--- config.mk ---
export PLATFORM = sky130hd
export DESIGN_NAME = hls_top
export DESIGN_NICKNAME = d
export VERILOG_FILES = /design/src/hdl/hls_pkg.sv /design/src/hdl/hls_top.sv
export SDC_FILE = /design/constraint.sdc
export NUM_CORES = 1
export LEC_CHECK = 0
export BUFFER_PORTS_ARGS = -buffer_cell sky130_fd_sc_hd__buf_2
export CAP_MARGIN = 20
export CORE_ASPECT_RATIO = 1.4
export CORE_UTILIZATION = 30
export CTS_CLUSTER_SIZE = 30
export DETAILED_ROUTE_END_ITERATION = 6
export PLACE_DENSITY = 0.44
export SLEW_MARGIN = 10
export SYNTH_ARGS = -nofsm -noshare
export SYNTH_HDL_FRONTEND = slang
export SYNTH_SLANG_ARGS = --single-unit
--- constraint.sdc ---
create_clock -name ref_clk -period 3.5 [get_ports ref_clk]
set_input_delay 0.7 -clock ref_clk [delete_from_list [all_inputs] [get_ports ref_clk]]
set_output_delay 0.7 -clock ref_clk [all_outputs]
set_load 0.02 [all_outputs]
--- src/hdl/hls_pkg.sv ---
// hls_pkg: constants and carrier types for the host link select and lock block
package hls_pkg;

	// ----------------------------------------------------------------
	// host link select encodings
	// ----------------------------------------------------------------
	localparam logic [1:0] SEL_SPI = 2'h0;
	localparam logic [1:0] SEL_I2C = 2'h1;
	localparam logic [1:0] SEL_LINE = 2'h2;

	// ----------------------------------------------------------------
	// lock key values
	// ----------------------------------------------------------------
	localparam logic [7:0] KEY_LOCK = 8'hAA;
	localparam logic [7:0] KEY_UNLOCK = 8'h00;

	// ----------------------------------------------------------------
	// memory map and frame layout
	// ----------------------------------------------------------------
	localparam logic [2:0] PAGE_TEST = 3'h0;
	localparam logic [7:0] CTRL_REG_ADDR_RST = 8'h00;
	localparam logic [6:0] I2C_ADDR_RST = 7'h20;
	localparam int HDR_RD_BIT = 7;
	localparam logic [1:0] IDX_HDR = 2'h0;
	localparam logic [1:0] IDX_ADR = 2'h1;
	localparam logic [1:0] IDX_DAT = 2'h2;
	localparam logic [1:0] IDX_END = 2'h3;
	localparam logic [2:0] BIT_LAST = 3'h7;
	localparam logic [3:0] I2C_ACK_SLOT = 4'h8;
	localparam logic [3:0] I2C_SLOT_END = 4'h9;
	localparam logic [4:0] SYNC_RST = 5'h1E;

	// ----------------------------------------------------------------
	// carriers
	// ----------------------------------------------------------------
	typedef struct packed {
		logic we;
		logic [2:0] page;
		logic [7:0] addr;
		logic [7:0] wdata;
	} hls_mem_req_t;

	typedef struct packed {
		logic baud;
		logic sync;
		logic stop;
		logic cmd;
	} hls_fault_t;

	typedef enum logic [1:0] {I_IDLE, I_ADDR, I_RX, I_TX} hls_i2c_st_t;

endpackage

--- src/hdl/hls_top.sv ---
// hls_top: host link select, spi and i2c slave, memory ownership and host lockout
`timescale 1ns/100ps

// Operation
// - transceiver enable low turns transceiver off and returns shared pin to dac driver.
// - link select other than one-wire re-enables dac driver; codes 0 and 1 select spi or i2c, code 3 selects neither.
// - either deactivation write may come first; each output follows its own bit.
// - four one-wire fault conditions are held in two sticky status registers.
// - spi side is slave only; transfers start only by the master.
// - every spi word shifts most significant bit first both ways.
// - chip select low addresses device; high holds spi logic in reset.
// - while chip select is high the serial output is not driven.
// - spi reaches non-test memory only when memory owner select is one.
// - spi input sampled on rising sck; output changes on rising sck.
// - i2c side is slave only; master starts transfers and supplies scl.
// - sda sampled while scl high, changed while low, except start and stop.
// - sda low reads zero, released reads one; device only pulls low.
// - i2c reaches non-test memory only when memory owner select is one.
// - cpu key 0xAA locks host link out of memory reads except test space.
// - while locked the cpu and link control test register is unreachable.
// - cpu key 0x00 while locked restores host link memory access.
// - the lock never restricts the embedded cpu.
// - a cpu watchdog reset leaves the lock in place.
// - one-wire select enables the one-wire controller and disconnects the dac.
// - i2c select switches the two general pins to data and clock roles.
module hls_top import hls_pkg::*; #(
	parameter logic [6:0] I2C_ADDR = I2C_ADDR_RST,
	parameter logic [7:0] CTRL_REG_ADDR = CTRL_REG_ADDR_RST
) (
	// clock and reset
	input wire logic ref_clk,
	input wire logic resetn,
	// configuration bits
	input wire logic [1:0] host_link_select,
	input wire logic line_transceiver_on,
	input wire logic mem_owner_sel,
	input wire logic cpu_hold_reset,
	// cpu side lock key port and watchdog
	input wire logic lock_key_wr,
	input wire logic [7:0] lock_key_port,
	input wire logic cpu_wdt_reset,
	// one-wire fault events and clears
	input wire hls_fault_t line_fault_evt,
	input wire logic [1:0] line_fault_clr_a,
	input wire logic [1:0] line_fault_clr_b,
	output logic [1:0] line_fault_status_a,
	output logic [1:0] line_fault_status_b,
	// shared pin and mode steering
	output logic single_line_link_en,
	output logic line_transceiver_en,
	output logic shared_pin_to_line,
	output logic dac_driver_en,
	output logic general_pins_i2c_role,
	output logic cpu_reset_out,
	output logic host_locked,
	// spi pins
	input wire logic spi_sck,
	input wire logic spi_sdi,
	input wire logic spi_cs_n,
	output logic spi_sdo_o,
	output logic spi_sdo_oe_n,
	// i2c pins on the general pins
	input wire logic general_pin_three_i,
	input wire logic general_pin_one_i,
	output logic general_pin_one_o,
	output logic general_pin_one_oe_n,
	// memory port
	output logic mem_req,
	output hls_mem_req_t mem_cmd,
	input wire logic [7:0] mem_rdata
);

	// ----------------------------------------------------------------
	// pin synchronisers: {sda, scl, cs_n, sdi, sck}
	// ----------------------------------------------------------------
	logic [4:0] sy1_q, sy2_q, syp_q;
	logic [4:0] sy1_d, sy2_d, syp_d;
	logic sck_s, sdi_s, cs_s, scl_s, sda_s;
	logic sck_rise, scl_rise, scl_fall, i2c_start, i2c_stop;

	always_comb begin
		sy1_d = {general_pin_one_i, general_pin_three_i, spi_cs_n, spi_sdi, spi_sck};
		sy2_d = sy1_q;
		syp_d = sy2_q;
	end

	always_ff @(posedge ref_clk or negedge resetn) begin
		if (!resetn) begin
			sy1_q <= SYNC_RST;
			sy2_q <= SYNC_RST;
			syp_q <= SYNC_RST;
		end else begin
			sy1_q <= sy1_d;
			sy2_q <= sy2_d;
			syp_q <= syp_d;
		end
	end

	assign sck_s = sy2_q[0];
	assign sdi_s = sy2_q[1];
	assign cs_s = sy2_q[2];
	assign scl_s = sy2_q[3];
	assign sda_s = sy2_q[4];
	assign sck_rise = sck_s & ~syp_q[0];
	assign scl_rise = scl_s & ~syp_q[3];
	assign scl_fall = ~scl_s & syp_q[3];
	assign i2c_start = scl_s & syp_q[3] & ~sda_s & syp_q[4];
	assign i2c_stop = scl_s & syp_q[3] & sda_s & ~syp_q[4];

	// ----------------------------------------------------------------
	// mode steering, faults and lock
	// ----------------------------------------------------------------
	logic [5:0] mode_q, mode_d;
	logic [1:0] fa_q, fa_d, fb_q, fb_d;
	logic lock_q, lock_d;
	logic spi_sel, i2c_sel;

	always_comb begin
		mode_d[0] = host_link_select == SEL_LINE;
		mode_d[1] = line_transceiver_on;
		mode_d[2] = line_transceiver_on;
		mode_d[3] = host_link_select != SEL_LINE;
		mode_d[4] = host_link_select == SEL_I2C;
		mode_d[5] = cpu_hold_reset;
		fa_d = (fa_q & ~line_fault_clr_a) | {line_fault_evt.baud, line_fault_evt.sync};
		fb_d = (fb_q & ~line_fault_clr_b) | {line_fault_evt.stop, line_fault_evt.cmd};
		lock_d = lock_q;
		if (lock_key_wr && lock_key_port == KEY_LOCK) begin
			lock_d = 1'b1;
		end else if (lock_key_wr && lock_key_port == KEY_UNLOCK && lock_q) begin
			lock_d = 1'b0;
		end
	end

	// the watchdog input reaches only the cpu, never the lock flop
	always_ff @(posedge ref_clk or negedge resetn) begin
		if (!resetn) begin
			mode_q <= 6'h08;
			fa_q <= 2'h0;
			fb_q <= 2'h0;
			lock_q <= 1'b0;
		end else begin
			mode_q <= mode_d;
			fa_q <= fa_d;
			fb_q <= fb_d;
			lock_q <= lock_d;
		end
	end

	assign single_line_link_en = mode_q[0];
	assign line_transceiver_en = mode_q[1];
	assign shared_pin_to_line = mode_q[2];
	assign dac_driver_en = mode_q[3];
	assign general_pins_i2c_role = mode_q[4];
	assign cpu_reset_out = mode_q[5] | cpu_wdt_reset;
	assign host_locked = lock_q;
	assign line_fault_status_a = fa_q;
	assign line_fault_status_b = fb_q;
	assign spi_sel = host_link_select == SEL_SPI;
	assign i2c_sel = host_link_select == SEL_I2C;

	// ----------------------------------------------------------------
	// access gate
	// ----------------------------------------------------------------
	function automatic logic allowed(input logic [2:0] page, input logic [7:0] addr, input logic we);
		logic ok;
		if (page == PAGE_TEST) begin
			ok = !(lock_q && addr == CTRL_REG_ADDR);
		end else begin
			ok = mem_owner_sel && !(lock_q && !we);
		end
		return ok;
	endfunction

	// ----------------------------------------------------------------
	// spi slave
	// ----------------------------------------------------------------
	logic [2:0] scnt_q, scnt_d;
	logic [7:0] srx_q, srx_d, stx_q, stx_d;
	logic spi_byte, spi_rd;
	logic [7:0] spi_b;
	logic pend_q, gnt_q;
	logic [7:0] rd_val;
	logic [1:0] idx_q;
	logic [7:0] hdr_q;

	assign rd_val = gnt_q ? mem_rdata : 8'h00;

	always_comb begin
		scnt_d = scnt_q;
		srx_d = srx_q;
		stx_d = stx_q;
		spi_byte = 1'b0;
		spi_b = {srx_q[6:0], sdi_s};
		if (cs_s || !spi_sel) begin
			scnt_d = 3'h0;
			srx_d = 8'h00;
			stx_d = 8'h00;
		end else begin
			if (sck_rise) begin
				srx_d = spi_b;
				stx_d = {stx_q[6:0], 1'b0};
				scnt_d = scnt_q + 3'h1;
				spi_byte = scnt_q == BIT_LAST;
			end
			if (pend_q) begin
				stx_d = rd_val;
			end
		end
	end

	always_ff @(posedge ref_clk or negedge resetn) begin
		if (!resetn) begin
			scnt_q <= 3'h0;
			srx_q <= 8'h00;
			stx_q <= 8'h00;
		end else begin
			scnt_q <= scnt_d;
			srx_q <= srx_d;
			stx_q <= stx_d;
		end
	end

	assign spi_rd = spi_byte && idx_q == IDX_ADR && hdr_q[HDR_RD_BIT];
	assign spi_sdo_o = stx_q[7];
	assign spi_sdo_oe_n = cs_s | ~spi_sel;

	// ----------------------------------------------------------------
	// i2c slave
	// ----------------------------------------------------------------
	hls_i2c_st_t ist_q, ist_d;
	logic [3:0] icnt_q, icnt_d;
	logic [7:0] ish_q, ish_d, itx_q, itx_d, rd_q;
	logic iack_q, iack_d;
	logic i2c_byte, i2c_rd;

	always_comb begin
		ist_d = ist_q;
		icnt_d = icnt_q;
		ish_d = ish_q;
		itx_d = itx_q;
		iack_d = iack_q;
		i2c_byte = 1'b0;
		i2c_rd = 1'b0;
		if (!i2c_sel) begin
			ist_d = I_IDLE;
			icnt_d = 4'h0;
			iack_d = 1'b0;
		end else if (i2c_start) begin
			ist_d = I_ADDR;
			icnt_d = 4'h0;
			iack_d = 1'b0;
		end else if (i2c_stop) begin
			ist_d = I_IDLE;
			iack_d = 1'b0;
		end else if (ist_q != I_IDLE && scl_rise) begin
			if (icnt_q < I2C_ACK_SLOT) begin
				ish_d = {ish_q[6:0], sda_s};
			end else if (ist_q == I_TX && sda_s) begin
				ist_d = I_IDLE;
			end
			icnt_d = icnt_q + 4'h1;
		end else if (ist_q != I_IDLE && scl_fall) begin
			if (icnt_q == I2C_ACK_SLOT) begin
				case (ist_q)
					I_ADDR: begin
						if (ish_q[7:1] == I2C_ADDR) begin
							iack_d = 1'b1;
							ist_d = ish_q[0] ? I_TX : I_RX;
							i2c_rd = ish_q[0];
						end else begin
							ist_d = I_IDLE;
						end
					end
					I_RX: begin
						iack_d = 1'b1;
						i2c_byte = 1'b1;
					end
					default: begin
						iack_d = 1'b0;
						// let go only after scl has fallen, so the master may ack
						itx_d = 8'hFF;
					end
				endcase
			end else if (icnt_q == I2C_SLOT_END) begin
				icnt_d = 4'h0;
				iack_d = 1'b0;
				itx_d = rd_q;
			end else if (ist_q == I_TX) begin
				itx_d = {itx_q[6:0], 1'b1};
			end
		end
	end

	always_ff @(posedge ref_clk or negedge resetn) begin
		if (!resetn) begin
			ist_q <= I_IDLE;
			icnt_q <= 4'h0;
			ish_q <= 8'h00;
			itx_q <= 8'h00;
			iack_q <= 1'b0;
		end else begin
			ist_q <= ist_d;
			icnt_q <= icnt_d;
			ish_q <= ish_d;
			itx_q <= itx_d;
			iack_q <= iack_d;
		end
	end

	assign general_pin_one_o = 1'b0;
	assign general_pin_one_oe_n = ~(i2c_sel & (iack_q | (ist_q == I_TX & ~itx_q[7])));

	// ----------------------------------------------------------------
	// shared frame engine and memory port
	// ----------------------------------------------------------------
	logic [1:0] idx_d;
	logic [7:0] hdr_d, adr_q, adr_d, rd_d;
	logic pend_d, gnt_d, req_q, req_d, any_byte;
	logic [7:0] any_b;
	hls_mem_req_t cmd_q, cmd_d;

	assign any_byte = spi_byte | i2c_byte;
	assign any_b = spi_byte ? spi_b : ish_q;

	always_comb begin
		idx_d = idx_q;
		hdr_d = hdr_q;
		adr_d = adr_q;
		cmd_d = cmd_q;
		req_d = 1'b0;
		pend_d = 1'b0;
		gnt_d = gnt_q;
		rd_d = pend_q ? rd_val : rd_q;
		if ((cs_s && spi_sel) || i2c_start) begin
			idx_d = IDX_HDR;
		end else if (any_byte && idx_q != IDX_END) begin
			idx_d = idx_q + 2'h1;
			if (idx_q == IDX_HDR) begin
				hdr_d = any_b;
			end else if (idx_q == IDX_ADR) begin
				adr_d = any_b;
			end
		end
		if (spi_rd || i2c_rd) begin
			cmd_d = '{we: 1'b0, page: hdr_q[2:0], addr: spi_rd ? spi_b : adr_q, wdata: 8'h00};
			gnt_d = allowed(cmd_d.page, cmd_d.addr, 1'b0);
			req_d = gnt_d;
			pend_d = 1'b1;
		end else if (any_byte && idx_q == IDX_DAT && !hdr_q[HDR_RD_BIT]) begin
			cmd_d = '{we: 1'b1, page: hdr_q[2:0], addr: adr_q, wdata: any_b};
			req_d = allowed(cmd_d.page, cmd_d.addr, 1'b1);
		end
	end

	always_ff @(posedge ref_clk or negedge resetn) begin
		if (!resetn) begin
			idx_q <= IDX_HDR;
			hdr_q <= 8'h00;
			adr_q <= 8'h00;
			cmd_q <= '0;
			req_q <= 1'b0;
			pend_q <= 1'b0;
			gnt_q <= 1'b0;
			rd_q <= 8'h00;
		end else begin
			idx_q <= idx_d;
			hdr_q <= hdr_d;
			adr_q <= adr_d;
			cmd_q <= cmd_d;
			req_q <= req_d;
			pend_q <= pend_d;
			gnt_q <= gnt_d;
			rd_q <= rd_d;
		end
	end

	assign mem_req = req_q;
	assign mem_cmd = cmd_q;

endmodule

# Word level (Yosys, flattened, before mapping)
# Index checks and enable logic that the tools add are counted.
# W data, S select, Z words.
# totals
input_bits,38
elab_cells,204
out_inout_bits,36
regBits,116
# op_classes
addsub,3
n_mux,69
eq_ne,28
bitwise_logic,33
order_cmp,1
n_reduce_logical,44
# op_table
op,count
$mux W8,10
$mux W20,2
$mux W1,33
$mux W4,7
$logic_not A8 Y1,3
$mux W2,12
$ne A5 B3 Y1 const B,4
$logic_and A1 B1 Y1,15
$mux W7,2
$not A1 Y1,13
$reduce_and A4 Y1,3
$and A1 B1 Y1,10
$reduce_and A5 Y1,2
$reduce_bool A2 Y1,5
$eq A2 B2 Y1 const B,4
$eq A4 B4 Y1 const B,2
$eq A8 B8 Y1 const B,1
$ne A4 B2 Y1 const B,2
$ne A4 B4 Y1 const B,2
$eq A7 B6 Y1 const B,1
$reduce_and A7 Y1,1
$eq A2 B1 Y1 const B,3
$mux W3,2
$ne A2 B2 Y1 const B,3
22 further kinds,36

# Depth between registers and ports, before layout
# depth
word_depth,13
depth_mapped,9
depth_no_buf,7

# Worst setup path before layout
# No wires, ideal clock.
# synth_timing
path_type,register to register
start,reg ist_q[0]
end,reg adr_q[0]
setup_time_ps,125
stages_incl_launch_ff,9
setup_slack_ps,899
required_ps,3375
synth_period_minus_slack_ps,2601
n_path_buf,1
arrival_time_ps,2476
cell_sequence,dfrtp_1 inv_1 ha_1 or3b_4 or4_4 a21oi_4 and4b_1 buf_6 mux2_4
# synth_via
elab_chain_len,11
elab_cells_between_ends,14
classes_between,eq/ne (1); mux (7); bitwise (1); reduce/logical (5)
# synth_lines
item,line,rtl
from (decl),hls_top.sv:231,"hls_i2c_st_t ist_q, ist_d;"
from (signal assigned),hls_top.sv:303,ist_q <= ist_d;
$eq A2 B2 Y1,hls_top.sv:265,case (ist_q)
$mux W1,hls_top.sv:265,
$mux W1,hls_top.sv:264,if (icnt_q == I2C_ACK_SLOT) begin
$mux W1,hls_top.sv:263,end else if (ist_q != I_IDLE && scl_fall) begin
$mux W1 *,hls_top.sv:256,end else if (ist_q != I_IDLE && scl_rise) begin
$mux W1 *,hls_top.sv:253,end else if (i2c_stop) begin
$mux W1 *,hls_top.sv:249,end else if (i2c_start) begin
$mux W1 *,hls_top.sv:245,if (!i2c_sel) begin
$or A1 B1 Y1 *,hls_top.sv:323,assign any_byte = spi_byte | i2c_byte;
$logic_and A1 B1 Y1 *,hls_top.sv:337,end else if (any_byte && idx_q != IDX_END) begin
$reduce_and A4 Y1 (no source line) *,--,
to (signal assigned),hls_top.sv:369,adr_q <= adr_d;
to (decl),hls_top.sv:318,"logic [7:0] hdr_d, adr_q, adr_d, rd_d;"
# Mark *: on every way between the ends. The rest lies on a longest branch, timed or not.
# A chain may end at the register's enable or synchronous reset.

# Final worst setup path
# layout_timing
start,reg ist_q[0]
end,reg adr_q[7]
# The elaborated chain is that of the path after synthesis.

==> flow_metrics.tcl <==
set metrics [dict create \
    status "finished with violations" \
    synth_seq_cells 109 \
    initial_core_util_pct 30.8 \
    grt_overflow_total 0 \
    post_cts_buffers 0 \
    finalSetupViolCount 0 \
    first_global_vias 3582 \
    crit_type "flop to flop" \
    cts.sinks 109 \
    startpoint_type "flop" \
    numCtsBuffers 9 \
    synth_top_family_by_area "multiplexers" \
    power_density_nw_per_um2 402 \
    worstPathArrival_ns 3.22 \
    rsz0062_at_grt "no" \
    vias 3419 \
    wire_per_inst_um 16.4 \
    place.gp.congestion 0.791 \
    synth_cells 431 \
    nFillCells 1649 \
    groute.usage.overall_pct 14.4 \
    leakagePower_nw 2.80 \
    timing.fmax_mhz 335 \
    drtPass1Iterations 6 \
    postLayoutCoreUtil_pct 36.1 \
    wirelength_um 11600 \
    whs_ns 0.352 \
    path_clk_slew_ns 0.07 \
    synth_edf_count 0 \
    synth_mux_area_share_pct 16.4 \
    hold_viol_final 0 \
    critical_path.max_fanout 8 \
    ctsResizeCount 0 \
    drive_gt1_share_pct 32.1 \
    violations "DRC" \
    async_flop_share_pct 100 \
    avgSynthCellArea_um2 11.6 \
    hp-class "flop to flop" \
    drc 10 \
    synth-xor-area-share_pct 0.700 \
    die_w_um 111 \
    ir_drop_mv 0.205 \
    worstSetupEndpointType "flop" \
    synth_top_area_share_pct 49.0 \
    dpl.hpwl_um 8410 \
    finalCritPeriodShare_pct 85.4 \
    diodes 0 \
    synth.area.top_cells "dfrtp_1, mux2_2, dfstp_2" \
    core_um2 16200 \
    die_h_um 155 \
    slew_violations 0 \
    antenna_found_initial 0 \
    fp-row-count 55 \
    synthesis.nets 482 \
    via_per_inst 4.84 \
    pre_cts_slack_ns 0.512 \
    area_growth_pct 17.1 \
    synth.distinct_cells 53 \
    hold_buffers 0 \
    fin_crit_ns 2.99 \
    clockRootBuffer "clkbuf_16" \
    required_ns 3.73 \
    cts-root-to-sink-buffers 2 \
    netlist_area_um2 5000 \
    first_iter_violations 131 \
    synthSimpleGateAreaFrac_pct 12.3 \
    yosysWarnings 0 \
    fin_setup_tns_ns 0 \
    synth_compound_area_share_pct 8.80 \
    grt_max_degree 63 \
    worstMarginPinSlew_ns 0.910 \
    synth-seq-area-share_pct 54.8 \
    finalNetCount 554 \
    io_buffer_count 72 \
    dieArea_um2 17200 \
    io_pins 74 \
    cap_violations 0 \
    drt.antenna.violating_nets 0 \
    htree_levels 3 \
    finalClockSkew_ns 0.00707 \
    slew_headroom_pct 39.1 \
    synth_top_area_cell "dfrtp_1" \
    cts_tree "done" \
    synth_fa_ha_area_share_pct 3.25 \
    worst_slack_ns 0.511 \
    insertion_delay_ns 0.35 \
    synth_ff_type "dfrtp_1" \
    grt_pass1_wl_um 18900 \
]
## cell usage in the layout, fill, tap and decap left out, types with 2 or more instances in the layout
cell type	Yosys	routed
dfrtp_1	98	98
buf_2	2	71
mux2_2	46	46
nand2_1	39	39
nor2_1	30	30
inv_1	25	25
mux2i_1	18	18
o21ai_0	17	17
a21oi_1	14	14
nand3_1	14	14
ha_1	13	13
dfstp_2	11	11
clkbuf_16	0	9
o211ai_1	8	8
o21a_1	8	8
mux2_4	8	8
buf_4	3	8
nand2b_1	7	7
a21o_1	5	5
nor4_1	5	5
nand3b_1	4	4
nor3_1	4	4
clkbuf_1	10	4
and4b_1	3	3
o21bai_1	3	3
xnor2_1	3	3
or3_1	2	2
nor2b_1	2	2
o41ai_1	2	2
clkinvlp_4	0	2
## synthesized netlist by cell type (2+ instances only)
cell type	count
dfrtp_1	98
a21o_1	5
o21a_1	8
ha_1	13
o211ai_1	8
xnor2_1	3
buf_2	2
nand2_1	39
mux2i_1	18
buf_4	3
o21bai_1	3
o21ai_0	17
nand2b_1	7
mux2_2	46
nand3b_1	4
nor2b_1	2
nand3_1	14
nor3_1	4
nor2_1	30
dfstp_2	11
mux2_4	8
or3_1	2
buf_1	3
a21oi_1	14
inv_1	25
and4b_1	3
nor4_1	5
o41ai_1	2
clkbuf_1	10
## routing by layer
metal | vias to the layer above | GRT usage, % | part of all wire (%)
met5 | - | 0 | 0
li1 | 1633 | - | -
met1 | 1710 | 17.7 | 44
met4 | 0 | 5.47 | 2.0
met3 | 14 | 2.98 | 3.0
met2 | 62 | 24.9 | 51
## area by class of cell
type | count | area (um2) | area share (%)
clock buffers | 13 | 240 | 4.10
clock inverters | 3 | 23.8 | 0.406
inverters | 25 | 93.8 | 1.60
multi-input cells | 278 | 2070 | 35.4
flip-flops and latches | 109 | 2740 | 46.8
well taps | 199 | 249 | 4.25
repair buffers | 80 | 435 | 7.43
## power by group
part | internal (W) | total (W) | switching [W]
combinational | 0.0000400 | 0.000109 | 0.0000693
clock | 0.000486 | 0.000950 | 0.000464
sequential | 0.00128 | 0.00129 | 0.0000136
## worst paths after layout
kind,slack [ns],depth (start not counted),endpoint,from
max reg2reg,0.51,7,adr_q[7],ist_q[0]
max in group asynchronous,2.34,2,sy1_q[1],resetn
max,0.51,7,adr_q[7],ist_q[0]
min reg2reg,0.35,0,sy2_q[0],sy1_q[0]
min,0.35,0,sy2_q[0],sy1_q[0]
min in group asynchronous,0.36,1,rd_q[3],resetn
## metrics by stage
stage          total power, W  std cells  area [um2]
6_report              0.00235        707        5860
4_1_cts               0.00239        707        5860
3_5_place_dp          0.00143        691        5590
5_1_grt               0.00246        707        5860
3_3_place_gp          0.00143        691        5590
2_1_floorplan         0.00136        431        5000
## registers in the layout, indices dropped and copies added, names as in the netlist, 5 cells and up
signal / count
itx_q: 8
sy1_q: 5
adr_q: 8
rd_q: 8
sy2_q: 5
ish_q: 8
stx_q: 8
mem_cmd: 20
srx_q: 7
mode_q: 5
## worst max-delay path, cell delays in order, from the launching register on
cell     delay, ns
dfrtp_1       0.40
inv_1         0.08
ha_1          0.25
or3b_4        0.41
or4_4         0.59
a21oi_4       0.21
and4b_1       0.58
mux2_4        0.35
## cells by family (layout without fill, tap and decap cells)
logic type,count (synthesis),in the layout
AO/OA/AOI/OAI,66,66
multiplexers,72,72
buffers and inverters,44,121
flip-flops,109,109
adder cells (fa/ha/maj),13,13
other,1,1
AND/OR/NAND/NOR,122,122
XOR/XNOR,4,4
No activity file was read; power rests on OpenSTA's default activity.
